**src/ac_ctrl_pkg.sv**
```systemverilog
// constants for the analog comparator control block
package ac_ctrl_pkg;
  // register offsets (byte wide registers)
  localparam logic [2:0] OFF_COMP_CTRL   = 3'h0;
  localparam logic [2:0] OFF_INSEL_CTRL  = 3'h2;
  localparam logic [2:0] OFF_IRQEN_CTRL  = 3'h6;
  localparam logic [2:0] OFF_STATUS      = 3'h7;
  // comparator_control fields
  localparam int CTL_ENABLE_BIT   = 0;
  localparam int CTL_HYS_LSB      = 1;
  localparam int CTL_LP_BIT       = 3;
  localparam int CTL_EDGE_LSB     = 4;
  localparam int CTL_PIN_EN_BIT   = 6;
  localparam int CTL_STBY_RUN_BIT = 7;
  // input_select_control fields
  localparam int INS_NEG_LSB      = 0;
  localparam int INS_POS_BIT      = 3;
  localparam int INS_INVERT_BIT   = 7;
  // status fields
  localparam int STA_FLAG_BIT     = 0;
  localparam int STA_STATE_BIT    = 4;
  // reset values
  localparam logic [7:0] RST_COMP_CTRL  = 8'h00;
  localparam logic [7:0] RST_INSEL_CTRL = 8'h00;
  localparam logic [7:0] RST_IRQEN_CTRL = 8'h00;
  // interrupt edge encodings
  localparam logic [1:0] EDGE_BOTH = 2'h0;
  localparam logic [1:0] EDGE_FALL = 2'h2;
  localparam logic [1:0] EDGE_RISE = 2'h3;
  // settle times and clock
  localparam int CLK_MHZ       = 250;
  localparam int START_NS      = 2500;
  localparam int REF_START_NS  = 60000;
  localparam int START_CYC     = (START_NS * CLK_MHZ + 999) / 1000;
  localparam int REF_START_CYC = (REF_START_NS * CLK_MHZ + 999) / 1000;
  // sleep states and start-up sequencer states
  typedef enum logic [1:0] {
    SLP_ACTIVE = 2'b00,
    SLP_IDLE   = 2'b01,
    SLP_STBY   = 2'b10,
    SLP_PDOWN  = 2'b11
  } sleep_t;
  typedef enum logic [1:0] {
    ST_OFF    = 2'b00,
    ST_SETTLE = 2'b01,
    ST_RUN    = 2'b10
  } run_state_t;
endpackage : ac_ctrl_pkg

```
**src/analog_comparator_control.sv**
```systemverilog
// digital control and status wrapper around one analog comparator
//
// Notes on behaviour
// - result is one only when positive input exceeds negative input, else zero
// - positive mux picks one of two pins; negative picks two pins, dac, reference
// - hysteresis field selects off, 10mV, 25mV or 50mV
// - low power bit puts comparator in reduced current, slower mode
// - result invalid for 2.5us after enable, 60us when reference used
// - pin drive enable puts the result on the output pin
// - while enabled the result is presented continuously as an event
// - single interrupt at vector 0x00 fires on selected result edges
// - selected edge sets the interrupt flag in status
// - request asserted while enable bit and flag are both one
// - request stays until software clears the flag
// - idle sleep leaves everything running unchanged
// - standby halts the comparator unless standby run is set
// - standby run keeps event, pin and state bit; edges set no flag or irq without clock
// - power down disables comparator and pin output
// - halted debug does not affect comparator operation
// - inversion applies before every consumer of the result
// - edge field: 0 both, 2 falling, 3 rising, 1 reserved
// - writing one to flag clears it, zero has no effect
// - state bit follows the result after three clock synchroniser delay
// - invert feeds pin, event, state bit and edge detection
`timescale 1ns/1ps
`default_nettype none
module analog_comparator_control
  import ac_ctrl_pkg::*;
#(
  parameter int START_CYCLES     = START_CYC,
  parameter int REF_START_CYCLES = REF_START_CYC
) (
  // clock and reset
  input  wire logic       sys_clk,
  input  wire logic       rst_b,
  // register port
  input  wire logic [2:0] reg_addr,
  input  wire logic [7:0] reg_wdata,
  input  wire logic       reg_wr,
  input  wire logic       reg_rd,
  output logic      [7:0] reg_rdata,
  // analog front end control and raw result
  input  wire logic       cmp_raw,
  output logic            cmp_power_on,
  output logic            cmp_low_power,
  output logic      [1:0] hysteresis_select,
  output logic            positive_input_select,
  output logic      [1:0] negative_input_select,
  output logic            ref_request,
  // system state
  input  wire logic [1:0] sleep_state,
  input  wire logic       per_clk_requested,
  input  wire logic       debug_halted,
  // results
  output logic            cmp_event,
  output logic            cmp_event_valid,
  output logic            cmp_pin_out,
  output logic            cmp_pin_oe_b,
  output logic            comparator_irq_vector
);

  localparam int CNT_W = $clog2(REF_START_CYCLES + 1);

  // reset copy
  logic             rst_s1_q;
  logic             rst_s2_q;
  logic             rst_n;

  // software registers
  logic [7:0]       ctrl_q;
  logic [7:0]       insel_q;
  logic             irq_en_q;
  logic [7:0]       rdata_q;

  // result path
  logic             sync1_q;
  logic             sync2_q;
  logic             sync3_q;
  logic             prev_q;
  logic             flag_q;
  logic             flag_d;
  logic             evt_q;
  logic             pin_q;

  // start-up sequencer
  logic [CNT_W-1:0] cnt_q;
  logic [CNT_W-1:0] cnt_d;
  run_state_t       st_q;
  run_state_t       st_d;

  // reset release, first stage
  always_ff @(posedge sys_clk or negedge rst_b) begin
    if (!rst_b) begin
      rst_s1_q <= 1'b0;
    end else begin
      rst_s1_q <= 1'b1;
    end
  end

  // reset release, second stage gives the internal reset
  always_ff @(posedge sys_clk or negedge rst_b) begin
    if (!rst_b) begin
      rst_s2_q <= 1'b0;
    end else begin
      rst_s2_q <= rst_s1_q;
    end
  end
  assign rst_n = rst_s2_q;

  // decode
  wire wr_ctrl   = reg_wr && (reg_addr == OFF_COMP_CTRL);
  wire wr_insel  = reg_wr && (reg_addr == OFF_INSEL_CTRL);
  wire wr_irqen  = reg_wr && (reg_addr == OFF_IRQEN_CTRL);
  wire wr_status = reg_wr && (reg_addr == OFF_STATUS);

  // field views
  wire       enable_bit = ctrl_q[CTL_ENABLE_BIT];
  wire       stby_run   = ctrl_q[CTL_STBY_RUN_BIT];
  wire [1:0] edge_sel   = ctrl_q[CTL_EDGE_LSB +: 2];
  wire       invert     = insel_q[INS_INVERT_BIT];
  wire       uses_ref   = (insel_q[INS_NEG_LSB +: 2] == 2'h2) ||
                          (insel_q[INS_NEG_LSB +: 2] == 2'h3);

  // sleep gating; idle and debug halt never stop the block
  wire in_stby  = (sleep_state == SLP_STBY);
  wire in_pdown = (sleep_state == SLP_PDOWN);
  wire run_ok   = enable_bit && !in_pdown && !(in_stby && !stby_run);
  // edges stop setting the flag and interrupt in standby unless the clock is held up
  wire stat_ok  = !in_stby || per_clk_requested;

  // analog front end controls
  assign cmp_power_on          = run_ok;
  assign cmp_low_power         = ctrl_q[CTL_LP_BIT];
  assign hysteresis_select     = ctrl_q[CTL_HYS_LSB +: 2];
  assign positive_input_select = insel_q[INS_POS_BIT];
  assign negative_input_select = insel_q[INS_NEG_LSB +: 2];
  assign ref_request           = run_ok && uses_ref;

  // the result is untrusted while the comparator, and any internal reference, start up
  wire [CNT_W-1:0] start_load  = uses_ref ? CNT_W'(REF_START_CYCLES) : CNT_W'(START_CYCLES);
  wire             settle_done = (cnt_q <= CNT_W'(1));

  // startup settle counter
  always_comb begin
    st_d  = st_q;
    cnt_d = cnt_q;
    case (st_q)
      ST_OFF: begin
        if (run_ok) begin
          st_d  = ST_SETTLE;
          cnt_d = start_load;
        end
      end
      ST_SETTLE: begin
        if (!run_ok) begin
          st_d = ST_OFF;
        end else if (settle_done) begin
          st_d  = ST_RUN;
          cnt_d = '0;
        end else begin
          cnt_d = cnt_q - CNT_W'(1);
        end
      end
      ST_RUN: begin
        if (!run_ok) begin
          st_d = ST_OFF;
        end
      end
      default: begin
        st_d  = ST_OFF;
        cnt_d = '0;
      end
    endcase
  end

  wire valid = (st_q == ST_RUN);

  // result path; the raw pin is read by the first synchroniser flop only
  wire res_inv   = sync3_q ^ invert;
  wire rise      = res_inv && !prev_q;
  wire fall      = !res_inv && prev_q;
  // edges count only once the result is trusted and the status may change
  wire edge_gate = valid && stat_ok;
  wire want_both = (edge_sel == EDGE_BOTH);
  wire want_fall = (edge_sel == EDGE_FALL);
  wire want_rise = (edge_sel == EDGE_RISE);
  wire edge_hit  = edge_gate &&
                   ((want_both && (rise || fall)) ||
                    (want_fall && fall) ||
                    (want_rise && rise));
  wire clr_flag  = wr_status && reg_wdata[STA_FLAG_BIT];

  // set wins over clear, so an edge that meets a software clear
  // is never lost
  assign flag_d = edge_hit ? 1'b1 : (clr_flag ? 1'b0 : flag_q);

  // readback words; unimplemented bits and offsets read as zero
  wire [7:0] status_v = {3'b000, res_inv, 3'b000, flag_q};
  wire [7:0] insel_v  = {insel_q[7], 3'b000, insel_q[3], 1'b0, insel_q[1:0]};
  wire [7:0] irqen_v  = {7'b0000000, irq_en_q};
  wire       rd_ctrl  = (reg_addr == OFF_COMP_CTRL);
  wire       rd_insel = (reg_addr == OFF_INSEL_CTRL);
  wire       rd_irqen = (reg_addr == OFF_IRQEN_CTRL);
  wire       rd_stat  = (reg_addr == OFF_STATUS);
  wire [7:0] rd_mux   = ({8{rd_ctrl}}  & ctrl_q)  |
                        ({8{rd_insel}} & insel_v) |
                        ({8{rd_irqen}} & irqen_v) |
                        ({8{rd_stat}}  & status_v);

  // comparator_control: plain read/write byte
  always_ff @(posedge sys_clk or negedge rst_n) begin
    if (!rst_n) begin
      ctrl_q <= RST_COMP_CTRL;
    end else begin
      if (wr_ctrl) begin
        ctrl_q <= reg_wdata;
      end
    end
  end

  // input_select_control: unused bits are held at zero
  always_ff @(posedge sys_clk or negedge rst_n) begin
    if (!rst_n) begin
      insel_q <= RST_INSEL_CTRL;
    end else begin
      if (wr_insel) begin
        insel_q <= reg_wdata & 8'h8B;
      end
    end
  end

  // irq_enable_control: only bit zero exists
  always_ff @(posedge sys_clk or negedge rst_n) begin
    if (!rst_n) begin
      irq_en_q <= RST_IRQEN_CTRL[0];
    end else begin
      if (wr_irqen) begin
        irq_en_q <= reg_wdata[0];
      end
    end
  end

  // first synchroniser stage: the only reader of the asynchronous result
  always_ff @(posedge sys_clk or negedge rst_n) begin
    if (!rst_n) begin
      sync1_q <= 1'b0;
    end else begin
      sync1_q <= cmp_raw;
    end
  end

  // second stage, read only by the third
  always_ff @(posedge sys_clk or negedge rst_n) begin
    if (!rst_n) begin
      sync2_q <= 1'b0;
    end else begin
      sync2_q <= sync1_q;
    end
  end

  // third stage completes the three cycle delay of the state bit
  always_ff @(posedge sys_clk or negedge rst_n) begin
    if (!rst_n) begin
      sync3_q <= 1'b0;
    end else begin
      sync3_q <= sync2_q;
    end
  end

  // previous result; it tracks even while untrusted so no false edge follows start-up
  always_ff @(posedge sys_clk or negedge rst_n) begin
    if (!rst_n) begin
      prev_q <= 1'b0;
    end else begin
      prev_q <= res_inv;
    end
  end

  // interrupt flag
  always_ff @(posedge sys_clk or negedge rst_n) begin
    if (!rst_n) begin
      flag_q <= 1'b0;
    end else begin
      flag_q <= flag_d;
    end
  end

  // start-up sequencer state
  always_ff @(posedge sys_clk or negedge rst_n) begin
    if (!rst_n) begin
      st_q <= ST_OFF;
    end else begin
      st_q <= st_d;
    end
  end

  // settle counter
  always_ff @(posedge sys_clk or negedge rst_n) begin
    if (!rst_n) begin
      cnt_q <= '0;
    end else begin
      cnt_q <= cnt_d;
    end
  end

  // read data stand for one cycle after the strobe, zero otherwise
  always_ff @(posedge sys_clk or negedge rst_n) begin
    if (!rst_n) begin
      rdata_q <= 8'h00;
    end else begin
      rdata_q <= reg_rd ? rd_mux : 8'h00;
    end
  end

  // event output, low until the result is trusted
  always_ff @(posedge sys_clk or negedge rst_n) begin
    if (!rst_n) begin
      evt_q <= 1'b0;
    end else begin
      evt_q <= valid && res_inv;
    end
  end

  // pin output carries the same value as the event
  always_ff @(posedge sys_clk or negedge rst_n) begin
    if (!rst_n) begin
      pin_q <= 1'b0;
    end else begin
      pin_q <= valid && res_inv;
    end
  end

  // register port
  assign reg_rdata             = rdata_q;

  // result outputs
  assign cmp_event             = evt_q;
  assign cmp_event_valid       = valid;
  assign cmp_pin_out           = pin_q;
  // pin enable is low while the pin is driven

  // interrupt request is a level from the registers
  assign cmp_pin_oe_b          = !(ctrl_q[CTL_PIN_EN_BIT] && !in_pdown);
  assign comparator_irq_vector = irq_en_q && flag_q;

endmodule : analog_comparator_control
`default_nettype wire

```
**config.mk**
```make
export PLATFORM = sky130hd
export DESIGN_NAME = analog_comparator_control
export DESIGN_NICKNAME = d
export VERILOG_FILES = /design/src/ac_ctrl_pkg.sv /design/src/analog_comparator_control.sv
export SDC_FILE = /design/constraint.sdc
export NUM_CORES = 1
export LEC_CHECK = 0
export BUFFER_PORTS_ARGS = -buffer_cell sky130_fd_sc_hd__buf_2
export CAP_MARGIN = 10
export CORE_ASPECT_RATIO = 0.9
export CORE_MARGIN = 4
export CORE_UTILIZATION = 32
export DETAILED_ROUTE_END_ITERATION = 8
export GPL_TIMING_DRIVEN = 0
export HOLD_SLACK_MARGIN = 0.12
export PLACE_DENSITY_LB_ADDON = 0.3
export RECOVER_POWER = 25
export SYNTH_ARGS = -nofsm -noshare
export SYNTH_HDL_FRONTEND = slang
export SYNTH_SLANG_ARGS = --single-unit
```
**constraint.sdc**
```tcl
create_clock -name sys_clk -period 1.7 [get_ports sys_clk]
set_input_delay 0.34 -clock sys_clk [delete_from_list [all_inputs] [get_ports sys_clk]]
set_output_delay 0.34 -clock sys_clk [all_outputs]
set_load 0.1 [all_outputs]
```
==> load_flow_metrics.sql <==
INSERT INTO impl_metrics (metric_group, metric, value, unit) VALUES
('outcome', 'run_status', 'finished, violations left', ''),
('outcome', 'violated_checks', 'setup timing', ''),
('hold_path', 'min_to', 'sync1_q', ''),
('final_layout', 'num-nets-final', '309', ''),
('final_layout', 'area.growth.synth_to_final', '40.7', '%'),
('global_route', 'grt_antenna_before_repair', '0', ''),
('synth', 'synth_top_area_cell', 'sky130_fd_sc_hd__dfrtp_1', ''),
('global_route', 'grt-ovfl-total', '0', ''),
('placed_design', 'port-buffer-count', '37', ''),
('routing', 'avgRoutedWirePerCell', '14.5', 'um'),
('sta', 'finalClockSkew', '0.00627', 'ns'),
('global_route', 'gr-usage-all-layers', '0.135', ''),
('die', 'io_pins', '41', ''),
('critical_path', 'path_max_fanout', '6', ''),
('final_layout', 'post-route-cell-area', '3190', 'sq um'),
('final_layout', 'mostFrequentLayoutCells', 'sky130_fd_sc_hd__dfrtp_1, sky130_fd_sc_hd__buf_2, sky130_fd_sc_hd__buf_4', ''),
('synth', 'synth.yosys.seq_area_share', '0.497', ''),
('final_layout', 'post_layout_nonfiller_instances', '376', ''),
('power', 'powerDensity', '1360', 'nW/um^2'),
('power', 'ir_worst_vdd', '0.504', 'mV'),
('sta', 'setup_slack_of_the_critical_path_after_layout', '-0.160', 'ns'),
('critical_path', 'critPathArrivalTime', '2.05', 'ns'),
('die', 'core_area', '6730', 'sq um'),
('routing', 'detail_route.drc_violations', '0', ''),
('power', 'total_leakage_power', '1.43', 'nW'),
('synth', 'synthDistinctLibCells', '53', ''),
('routing', 'number_of_vias_per_cell', '5.04', ''),
('sta', 'setup_repair_after_global_routing_missed_its_margin', 'true', ''),
('global_route', 'grt_pass1_wl', '9430', 'um'),
('global_route', 'largest_net_degree_at_the_start_of_global_routing', '39', ''),
('critical_path', 'r2r_start', 'cnt_q[12]', ''),
('die', 'die_width', '96.7', 'um'),
('synth', 'cell_area_after_synthesis', '2270', 'sq um'),
('hold_path', 'worst_hold_path.num_cells', '1', ''),
('sta', 'timing.final.crit_share', '1.09', ''),
('placed_design', 'dpl.hpwl', '3700', 'um'),
('sta', 'setup_viol', '14', ''),
('hold_path', 'hold_start', 'cmp_raw', ''),
('critical_path', 'worst_ep_required_time', '1.89', 'ns'),
('sta', 'max_freq', '0.538', 'GHz'),
('critical_path', 'timing.reg2reg.setup_slack', '-0.16', 'ns'),
('final_layout', 'finish.utilization', '0.474', ''),
('critical_path', 'setup.worst_path.class', 'register to register', ''),
('die', 'placement_rows', '28', ''),
('hold_path', 'worstHoldPathType', 'primary input to register', ''),
('power', 'fin_total_pwr', '0.00433', 'W'),
('clock_tree', 'tritoncts_sink_count', '45', ''),
('power', 'power.sequential.fraction', '0.359', ''),
('clock_tree', 'cts_buffers', '5', ''),
('placed_design', 'dpl_cell_area', '2650', 'sq um'),
('clock_tree', 'clk_lat_worst_skew', '0.29', 'ns'),
('routing', 'routed_wirelength', '5460', 'um'),
('clock_tree', 'worst_setup_hold_path_clk_slew', '0.08', 'ns'),
('synth', 'dominantRegCellSynth', 'sky130_fd_sc_hd__dfrtp_1', ''),
('synth', 'synth_edf_count', '0', ''),
('clock_tree', 'cts.htree.levels', '2', ''),
('sta', 'min_period', '1.86', 'ns'),
('routing', 'route.antenna.remaining_nets', '0', ''),
('die', 'die-area', '8500', 'sq um'),
('power', 'netSwitchingPower', '0.00167', 'W'),
('critical_path', 'slowest_stage_cell_crit_path', 'sky130_fd_sc_hd__dfrtp_1', ''),
('routing', 'firstDrtPassIters', '4', ''),
('synth', 'async_flop_share', '1.00', ''),
('clock_tree', 'clk_root_buffer_cell', 'sky130_fd_sc_hd__clkbuf_8', ''),
('critical_path', 'path_cells', 'or3_4 > nor3_4 > buf_4 > a21boi_4 > a31o_2 > a22o_1', ''),
('synth', 'synth_area_leaders', 'sky130_fd_sc_hd__dfrtp_1, sky130_fd_sc_hd__mux2_2, sky130_fd_sc_hd__nand2_1', ''),
('routing', 'detailroute.via_count', '1894', ''),
('final_layout', 'layout_commonest_cell', 'sky130_fd_sc_hd__dfrtp_1', ''),
('final_layout', 'antenna_cells', '0', ''),
('critical_path', 'worstSetupStartpoint', 'cnt_q[12]', ''),
('critical_path', 'critical_path.startpoint_type', 'register', '');
[cells by family (layout without fill, tap and decap cells)]
| family | after synthesis | in the layout | share of synthesized area |
|---|---|---|---|
| buffers and inverters | 22 | 94 | 0.0524 |
| adders and majority gates | 4 | 4 | 0.0221 |
| DFF | 45 | 45 | 0.497 |
| other | 1 | 1 | 0.00165 |
| xor gates and xnor gates | 1 | 1 | 0.00386 |
| muxes | 18 | 18 | 0.0872 |
| and+or+nand+nor | 80 | 80 | 0.206 |
| AOI/OAI and AO/OA | 43 | 43 | 0.130 |
[worst max-delay path by stage]
stage | end | depth (start not counted)
after global routing | cnt_q[12] | 8
after CTS | cnt_q[12] | 8
after floorplan | ref_request | 3
final | cnt_q[7] | 6
after detailed placement | cnt_q[2] | 7
after global placement | cnt_q[2] | 7
[repair_timing]
item / 4_1_cts / 5_1_grt
setup buffers: 16 / 8
resized for setup: 34 / 27
endpoints found under the hold margin: 7 / 0
pin swaps: 13 / 11
hold buffers: 2 / 0
setup endpoints to repair: 19 / 23
[power by group through the flow]
stage,logic (W),clock network [W],registers (W)
after floorplan,0.00105,0,0.00165
after global placement,0.00140,0,0.00156
after detailed placement,0.00145,0,0.00155
after CTS,0.00165,0.000972,0.00155
after global routing,0.00196,0.00102,0.00160
final,0.00183,0.000943,0.00155
[state kept, by name (all words and copies together) (netlist names)]
name / count
st_q: 2
rst_s1_q: 1
ctrl_q: 8
cmp_pin_out: 1
rst_n: 1
cnt_q: 14
sync3_q: 1
reg_rdata: 8
insel_q: 4
flag_q: 1
sync2_q: 1
irq_en_q: 1
sync1_q: 1
prev_q: 1
[critical path, delay by kind of cell (launching register included)]
kind            cells  cell delay, ns
flops               1            0.42
simple gates        2            0.64
buf+inv             1            0.16
compound gates      3            0.52
[cell usage after synthesis, drive strengths merged, types with 5 or more instances]
cell and count:
dfrtp 45, nor2 14, nand3 7, nand2 19, mux2 14, a21oi 7
inv 9, o21ai 10, buf 9, and2 7, nor3 5
[area by class of cell]
class | instances | area, sq um
Buffer | 13 | 91.3
Clock buffer | 5 | 68.8
Clock inverter | 3 | 65.1
Fill cell | 655 | 3540
Inverter | 9 | 33.8
Multi-Input combinational cell | 147 | 1240
Sequential cell | 45 | 1130
Tap cell | 90 | 113
Timing Repair Buffer | 64 | 448
[layer usage]
layer  up-vias  part of all wire  GRT usage
li1        905                 -          -
met1       949              0.45      0.172
met2        38              0.51      0.239
met3         2             0.030     0.0231
met4         0            0.0062     0.0383
met5         -                 0          0
[stage by stage]
stage | TNS, ns | setup slack [ns]
CTS | -0.886 | -0.125
detailed placement | -4.29 | -0.365
global route | -2.58 | -0.260
floorplan | -0.454 | -0.239
finish | -1.22 | -0.160
global placement | -13.48 | -0.355
(Power assumes the default switching activity.)
